File: config.mk
export PLATFORM = sky130hd
export DESIGN_NAME = acv_device_flat
export DESIGN_NICKNAME = d
export VERILOG_FILES = /design/src/include/acv_pkg.sv /design/src/include/acv_if.sv /design/src/hw/acv_conv_timer.sv /design/src/hw/acv_device.sv /design/src/flat_wrapper.sv
export SDC_FILE = /design/constraint.sdc
export NUM_CORES = 1
export LEC_CHECK = 0
export ABC_CLOCK_PERIOD_IN_PS = 2150
export BUFFER_PORTS_ARGS = -buffer_cell sky130_fd_sc_hd__buf_2
export CAP_MARGIN = 0
export CORE_AREA = 3 3 58 60
export DETAILED_ROUTE_END_ITERATION = 10
export DIE_AREA = 0 0 61 63
export GPL_TIMING_DRIVEN = 0
export PLACE_DENSITY = 0.87
export SYNTH_ARGS = -nofsm -noshare
export SYNTH_HDL_FRONTEND = slang
export SYNTH_SLANG_ARGS = --single-unit
File: constraint.sdc
create_clock -name clk_sys_i -period 2.15 [get_ports clk_sys_i]
set_clock_uncertainty 0.2 [all_clocks]
set_input_delay 0.43 -clock clk_sys_i [delete_from_list [all_inputs] [get_ports clk_sys_i]]
set_output_delay 0.43 -clock clk_sys_i [all_outputs]
set_load 0.01 [all_outputs]
File: src/include/acv_pkg.sv
package acv_pkg;
  // ==========================================================
  // widths and timing
  localparam int unsigned RES_BITS = 12;            // result width
  localparam int unsigned CODE_STEPS = 4096;        // full scale steps
  localparam int unsigned CLK_MHZ = 200;            // system clock rate
  localparam int unsigned CONV_MAX_NS = 750;        // longest conversion time
  // longest time rounds down, never below one cycle
  localparam int unsigned CONV_CYCLES_RAW = (CONV_MAX_NS * CLK_MHZ) / 1000;
  localparam int unsigned CONV_CYCLES = (CONV_CYCLES_RAW < 1) ? 1 : CONV_CYCLES_RAW;
  localparam int unsigned CNT_W = 8;                // conversion counter width
  localparam logic [RES_BITS-1:0] RES_RESET = 12'h000;  // result after reset
  localparam logic [RES_BITS-1:0] SAMPLE_STEP = 12'h001; // model sample increment

  // ==========================================================
  // host access modes
  typedef enum logic [3:0] {
    ACV_MODE_ALWAYS = 4'h1,   // cs and read tied low
    ACV_MODE_GATED = 4'h2,    // read strobe separate
    ACV_MODE_SLOWMEM = 4'h4,  // start and read joined, wait on busy
    ACV_MODE_ROM = 4'h8       // start and read joined, no wait
  } acv_mode_e;
endpackage

File: src/include/acv_if.sv
`timescale 1ns/100ps
interface acv_if;
  import acv_pkg::*;
  logic chip_select_n;        // host drives
  logic conversion_start_n;   // host drives
  logic read_n;               // host drives
  logic power_down_n;         // host drives
  logic nap_sleep_select;     // host drives
  logic busy_n;               // device drives
  logic [RES_BITS-1:0] data_out;  // device drives
  logic data_oe;              // device drives, high while driving data
  modport device (input chip_select_n, input conversion_start_n, input read_n,
    input power_down_n, input nap_sleep_select, output busy_n, output data_out,
    output data_oe);
  modport host (output chip_select_n, output conversion_start_n, output read_n,
    output power_down_n, output nap_sleep_select, input busy_n, input data_out,
    input data_oe);
endinterface

File: src/hw/acv_conv_timer.sv
`timescale 1ns/100ps
// ==========================================================
// conversion timer: counts a fixed number of cycles after a start
module acv_conv_timer #(
  parameter int unsigned CYCLES = acv_pkg::CONV_CYCLES,
  parameter int unsigned CW = acv_pkg::CNT_W
) (
  input wire logic clk_sys_i,
  input wire logic sys_rst_i,
  input wire logic start_i,   // one-cycle start pulse
  output logic run_o,         // high while counting
  output logic done_o         // one-cycle pulse at end
);
  import acv_pkg::*;
  initial begin
    if (CYCLES < 1 || CYCLES >= (1 << CW)) begin
      $error("acv_conv_timer: CYCLES does not fit counter");
    end
  end
  logic [CW-1:0] count;  // cycles left
  // ==========================================================
  // countdown
  always_ff @(posedge clk_sys_i) begin
    if (sys_rst_i) begin
      count <= '0;
      run_o <= 1'b0;
      done_o <= 1'b0;
    end else begin
      done_o <= 1'b0;
      if (run_o) begin
        if (count == CW'(1)) begin
          run_o <= 1'b0;
          done_o <= 1'b1;
        end else begin
          count <= count - CW'(1);
        end
      end else if (start_i) begin
        // a start while running is ignored by construction
        count <= CW'(CYCLES);
        run_o <= 1'b1;
      end
    end
  end
endmodule

File: src/hw/acv_device.sv
`timescale 1ns/100ps
module acv_device #(
  parameter int unsigned CYCLES = acv_pkg::CONV_CYCLES
) (
  input wire logic clk_sys_i,
  input wire logic sys_rst_i,
  acv_if.device link,
  input wire logic [acv_pkg::RES_BITS-1:0] sample_i,  // held analog code
  output logic shutdown_o,      // high while shut down
  output logic sleep_o,         // high while in sleep flavour
  output logic conv_done_o      // one pulse per finished conversion
);
  import acv_pkg::*;
  initial begin
    if (CYCLES > CONV_CYCLES) begin
      $error("acv_device: conversion longer than the maximum");
    end
    if ((1 << RES_BITS) != CODE_STEPS) begin
      $error("acv_device: code width does not match step count");
    end
  end

  // ==========================================================
  // start edge detection
  logic start_q;      // previous start level
  logic start_fall;   // start went low this cycle
  logic take_start;   // accepted start
  logic run;          // timer running
  logic done;         // timer finished
  logic [RES_BITS-1:0] result;  // last completed result
  logic [RES_BITS-1:0] held;    // sample captured at start

  // falling edge: works for narrow low or narrow high pulses alike
  assign start_fall = start_q && !link.conversion_start_n;
  // chip select qualifies, shutdown blocks, running blocks
  assign take_start = start_fall && !link.chip_select_n && link.power_down_n
    && !run;

  // edge history; reset to high, so a start held low through reset fires once after reset
  always_ff @(posedge clk_sys_i) begin
    if (sys_rst_i) begin
      start_q <= 1'b1;
    end else begin
      start_q <= link.conversion_start_n;
    end
  end

  // ==========================================================
  // conversion timing
  acv_conv_timer #(.CYCLES(CYCLES), .CW(CNT_W)) u_timer (
    .clk_sys_i(clk_sys_i),
    .sys_rst_i(sys_rst_i),
    .start_i(take_start),
    .run_o(run),
    .done_o(done)
  );

  // ==========================================================
  // sample and result
  // sample held at start; result replaced only at completion, so a read
  // during conversion still sees the previous word
  always_ff @(posedge clk_sys_i) begin
    if (sys_rst_i) begin
      held <= RES_RESET;
      result <= RES_RESET;
    end else begin
      if (take_start) begin
        held <= sample_i;
      end
      if (done) begin
        result <= held;
      end
    end
  end

  // ==========================================================
  // busy and data pins, all registered
  // busy rises one cycle after result updates, so the word is stable
  always_ff @(posedge clk_sys_i) begin
    if (sys_rst_i) begin
      link.busy_n <= 1'b1;
      link.data_out <= RES_RESET;
      link.data_oe <= 1'b0;
      conv_done_o <= 1'b0;
    end else begin
      if (take_start) begin
        link.busy_n <= 1'b0;
      end else if (!run && !done) begin
        link.busy_n <= 1'b1;
      end
      link.data_out <= done ? held : result;
      // drive only while selected and read low
      link.data_oe <= !link.chip_select_n && !link.read_n;
      conv_done_o <= done;
    end
  end

  // ==========================================================
  // shutdown flavour
  always_ff @(posedge clk_sys_i) begin
    if (sys_rst_i) begin
      shutdown_o <= 1'b0;
      sleep_o <= 1'b0;
    end else begin
      shutdown_o <= !link.power_down_n;
      sleep_o <= !link.power_down_n && !link.nap_sleep_select;
    end
  end
endmodule

File: src/flat_wrapper.sv
// flat-port wrapper written by rule: the top's interface ports become plain ports
module acv_device_flat import acv_pkg::*;
#(
  parameter int unsigned CYCLES = acv_pkg::CONV_CYCLES
)
  (clk_sys_i, sys_rst_i, sample_i, shutdown_o, sleep_o, conv_done_o, link_chip_select_n, link_conversion_start_n, link_read_n, link_power_down_n, link_nap_sleep_select, link_busy_n, link_data_out, link_data_oe);
  acv_if link_i ();
  input wire logic clk_sys_i;
  input wire logic sys_rst_i;
  input wire logic [acv_pkg::RES_BITS-1:0] sample_i;
  output logic shutdown_o;
  output logic sleep_o;
  output logic conv_done_o;
  input wire logic [$bits(link_i.chip_select_n)-1:0] link_chip_select_n;
  input wire logic [$bits(link_i.conversion_start_n)-1:0] link_conversion_start_n;
  input wire logic [$bits(link_i.read_n)-1:0] link_read_n;
  input wire logic [$bits(link_i.power_down_n)-1:0] link_power_down_n;
  input wire logic [$bits(link_i.nap_sleep_select)-1:0] link_nap_sleep_select;
  output wire logic [$bits(link_i.busy_n)-1:0] link_busy_n;
  output wire logic [$bits(link_i.data_out)-1:0] link_data_out;
  output wire logic [$bits(link_i.data_oe)-1:0] link_data_oe;
  assign link_i.chip_select_n = link_chip_select_n;
  assign link_i.conversion_start_n = link_conversion_start_n;
  assign link_i.read_n = link_read_n;
  assign link_i.power_down_n = link_power_down_n;
  assign link_i.nap_sleep_select = link_nap_sleep_select;
  assign link_busy_n = link_i.busy_n;
  assign link_data_out = link_i.data_out;
  assign link_data_oe = link_i.data_oe;
  acv_device #(.CYCLES(CYCLES)) u_core (.clk_sys_i(clk_sys_i), .sys_rst_i(sys_rst_i), .link(link_i), .sample_i(sample_i), .shutdown_o(shutdown_o), .sleep_o(sleep_o), .conv_done_o(conv_done_o));
endmodule
# Word-level counts from Yosys, hierarchy flattened
# Index checks and enable logic that the tools add are counted.
# Widths: inputs -> output; s select.
[totals]
latchBits = 0
ramBits = 0
mem_bits_ro = 0
input_bits = 19
wordCells = 42
memories = 0
reg_bits = 40
out_inout_bits = 17
[classes]
shift = 0
bitwise_logic = 1
n_reduce_logical = 18
eq_ne = 2
add_sub_neg = 1
muxes = 9
div_mod_pow = 0
magnitude_cmp = 0
n_mul = 0
[op_table]
columns = ["cell", "n"]
rows = [
  ["$mux 8", 3],
  ["$eq 8x1->1 const B", 1],
  ["$sub 8x1->8 const B", 1],
  ["$logic_and 1x1->1", 7],
  ["$logic_not 1->1", 7],
  ["$mux 1", 6],
  ["$reduce_bool 2->1", 2],
  ["$ne 2x2->1 const B", 1],
  ["$reduce_and 2->1", 1],
  ["$reduce_or 2->1", 1],
  ["$not 1->1", 1],
]

# Longest topological paths before layout
[depth]
ltp_word = 7
depth_mapped = 6
depth_no_buf = 6

# Cells and area by module
# From an unflattened synthesis, not the netlist that was laid out.
[hier_totals]
cells_unflattened = 167
hier_area_um2 = 1680.4
[by_module_without_submodules]
columns = ["mod", "area_each_um2", "cells_per_inst", "n_inst", "seq_area_each_um2"]
rows = [
  ["acv_device", 1174.9, 107, 1, 600.6],
  ["acv_conv_timer", 505.5, 60, 1, 200.2],
]

# Worst setup path after synthesis
# OpenSTA, ideal clock, no wires.
[synth_timing]
kind = "reg-to-reg"
startpoint = "reg u_core.u_timer.count[2]"
endpoint = "reg u_core.u_timer.count[7]"
t_arrival_ps = 1649
n_path_buf = 0
path_stages_with_launch = 5
slack_ps = 227
required_time_ps = 1876
synth_period_minus_slack_ps = 1923
setup_ps = 74
cell_sequence = "dfxtp_1 or3_4 or4_1 or3_1 a31oi_1"
[synth_between]
elab_chain_len = 3
word_cells_on_any_way = 6
cone_classes = "add/sub (1); eq/ne (2); mux (2); reduce/logical (1)"
[synth_lines]
columns = ["element", "line", "rtl"]
rows = [
  ["from (decl)", "acv_conv_timer.sv:20", "logic [CW-1:0] count;"],
  ["from (signal assigned)", "acv_conv_timer.sv:35", "count <= count - CW'(1);"],
  ["from (signal assigned)", "acv_conv_timer.sv:39", "count <= CW'(CYCLES);"],
  ["$sub 8x1->8 or $eq 8x1->1 (tied branches)", "acv_conv_timer.sv:35, acv_conv_timer.sv:31", ""],
  ["$mux 8 or $ne 2x2->1 (tied branches)", "--", ""],
  ["$mux 8 or $reduce_and 2->1 (tied branches)", "--", ""],
]
# Parallel ways exist; a longest one is shown, timed or not. The select of a mux whose other input is x is not followed.
# A chain may end at the register's enable or synchronous reset.

# Worst setup path in the final report
# Same ends and word-level chain as after synthesis.

==> summary.txt <==
Logic synthesis
  – Largest area contributor in the netlist: dfxtp_1
  – Ranking of synthesized cells by area: dfxtp_1 (54%), mux2i_1 (8.1%), nand2_1 (6.8%)
  – Post-synthesis net count: 183
  – Sequential cell area fraction in the yosys report: 54.1%
  – Synthesized area per cell: 9.14 sq um
  – Syn Std Cell Area: 1480 sq um
  – Share of the synthesized area in the top cell type: 54.1%
  – Netlist cell types: 29
  – Synthesized flop and latch total: 40
  – Synthesized instance count: 162
  – Synth warn: 0

STA
  – Setup TNS: 0 ps
  – Final setup viols: 0
  – Hold_ws: 25.9 ps
  – Peak Freq: 0.499 GHz
  – Slew margin rel.: 51.6%
  – Slew @ Worst Pin: 726 ps
  – Final hold violation count: 0
  – RSZ-0062 raised after global routing: false
  – Slew Limit Fails: 0
  – Crit path time final: 2000 ps
  – Tcrit/Tclk final: 93.1%

Detailed routing
  – Initial DRC count: 44
  – DRT Pass-1 Iters: 4
  – Vias: 1,241
  – Remaining antenna violation count: 0
  – # DRC: 0
  – Met3 WL: 182 microns
  – Met1 wire length: 1.28 mm
  – DR WL/cell: 12.4 microns
  – Met2 WL post-DR: 1.42 mm
  – Highest metal used: met4
  – Routed wire length: 2.94 mm
  – Via/cell ratio: 5.26

Power and ir drop
  – Pwr Total: 1230 uW
  – Max VDD drop: 380 uV
  – Cell Pwr Density: 709 nW/um^2
  – Leakage: 0.000679 uW

Worst setup path
  – Worst reg2reg startpoint: u_core.u_timer.count[2]
  – CP startpoint kind: flop
  – Critical path arrival: 2080 ps
  – Slowest stage cell on the critical path: or4_1
  – Critical path fanouts, max: 7
  – Crit path buffers/inverters: 0
  – Worst path cell trace: or3_4 -> or4_1 -> or3_1 -> a31oi_1
  – Critical Path Stages: 4
  – Worst reg-to-reg setup slack: 150 ps
  – Critical Path Max Stage Delay: 480 ps
  – Setup CP Type: flop to flop
  – Reg2reg end: u_core.u_timer.count[7]
  – CP delay by family, top: simple AND/OR/NAND/NOR gates
  – Worst setup EP type: flop
  – Worst EP required: 2230 ps
  – FF-to-FF path depth: 4

Finish
  – Share of layout cells above drive strength 1: 21.7%
  – Commonest non-fill, non-tap cells in the layout: dfxtp_1 (39), buf_2 (34), nand2_1 (27)
  – Area grow syn2layout: 17.5%
  – Nets@finish: 224
  – Fill cells: 261
  – Antenna cell count: 0
  – Register Area: 802 sq um
  – Cell area after layout: 1740 sq um
  – Commonest non-fill, non-tap cell in the layout: dfxtp_1
  – Multi-input gate area: 634 sq um

Global routing
  – GR Util All Layers: 17.2%
  – Largest net degree at the start of global routing: 12
  – Total gr overflow: 0
  – Initial antenna violation count: 0
  – Vias in the first global route: 1,132
  – First-pass GRT wire length: 4.96 mm

Clocking
  – Number of CTS-inserted buffers: 5
  – CTS tree: built
  – Clock latency on the worst-skew pair: 340 ps
  – CTS root buffer: clkbuf_4
  – Setup Fix Bufs, Post-CTS: 0
  – Clock Path Buffers: 2
  – CTS HTree Levels: 2
  – Worst-path clk slew: 110 ps
  – Clock Sink Count: 40

Die
  – Die footprint: 3840 sq um
  – Initial core utilization: 49.7%
  – Die height: 63 microns
  – I/O pins: 36
  – Die width: 61 microns
  – # rows: 20
  – Core area: 2980 sq um

Place
  – Dpl hpwl: 2.06 mm
  – Final GP Congestion: 0.803
  – Count of buffers from port buffering: 34
  – Area after DPL: 1690 sq um

Hold path
  – Hold Path Cell Cnt: 2
  – Hold worst-path end: u_core.sleep_o
  – Hold_sp: link_nap_sleep_select
  – Tightest Hold Check Type: primary input to flop

Run status
  – Status: complete, no violations

Job
  – Max-cap violations: 0
==> worst max-delay path by stage <==
stage / from / to / slack [ps]
2_1_floorplan: u_core.u_timer.count[2] / u_core.u_timer.count[7] / 230
3_3_place_gp: link_chip_select_n / u_core.held[5] / 70
3_5_place_dp: link_chip_select_n / u_core.held[8] / 50
4_1_cts: u_core.u_timer.run_o / u_core.u_timer.count[7] / 100
5_1_grt: u_core.u_timer.count[2] / u_core.u_timer.count[7] / 20
6_report: u_core.u_timer.count[2] / u_core.u_timer.count[7] / 150
==> cell type report <==
cell class                 instances  share of cell area (%)
tap                               33                    2.37
timing repair buffer              34                    9.78
multi-input combinational        110                    36.5
clock buffer                       6                    2.37
clock inverter                     1                   0.288
sequential                        40                    46.1
buffer                            10                    2.16
inverter                           2                   0.432
==> per-stage QoR <==
stage               setup WS, ps  util (%)  std cells
floorplan                    227         -        162
global placement            72.2      56.8        229
detailed placement          53.0      56.8        229
CTS                         98.7      58.4        236
global route                21.1      58.4        236
finish                       147      58.4        236
==> registers in the layout, summed over array words and instances (netlist names) <==
name,cells
u_core.u_timer.count,8
u_core.held,12
u_core.link.data_oe,1
u_core.shutdown_o,1
u_core.link.busy_n,1
u_core.u_timer.done_o,1
u_core.start_q,1
u_core.u_timer.run_o,1
u_core.sleep_o,1
u_core.result,12
u_core.conv_done_o,1
==> cells by family after synthesis <==
kind of cell    Yosys count  synth area share [%]
compound gates           27                  11.2
flops                    40                  54.1
buf+inv                  12                  3.04
fa+ha+maj                 2                  1.69
simple gates             69                  21.8
mux                      12                  8.12
==> metal layers <==
metal | up-vias | GRT usage [%]
li1 | 634 | -
met4 | 0 | 6.23
met5 | - | 0
met3 | 5 | 7.44
met2 | 38 | 25.5
met1 | 564 | 21.7
==> power by group <==
group	internal [uW]	switching, uW
Combinational	47.6	59.9
Clock	121	226
Sequential	763	16.7
==> cells in the mapped netlist, drive strengths merged <==
cell     instances
a211oi           3
a21boi           1
a21oi           16
a22o             1
a311oi           1
a31oi            1
and2             1
clkbuf          10
dfxtp           40
ha               2
inv              2
mux2i           12
nand2           27
nand2b           1
nand4            1
nand4bb          1
nor2            21
nor2b            2
nor3             5
nor3b            1
nor4             1
o211ai           1
o21bai           1
o311ai           2
or2              2
or3              2
or3b             1
or4              3
==> what timing repair did <==
item	in CTS	in global routing
setup endpoints to repair	0	1
hold buffers	0	0
resized for setup	0	1
Power figures use the tool's default switching activity.
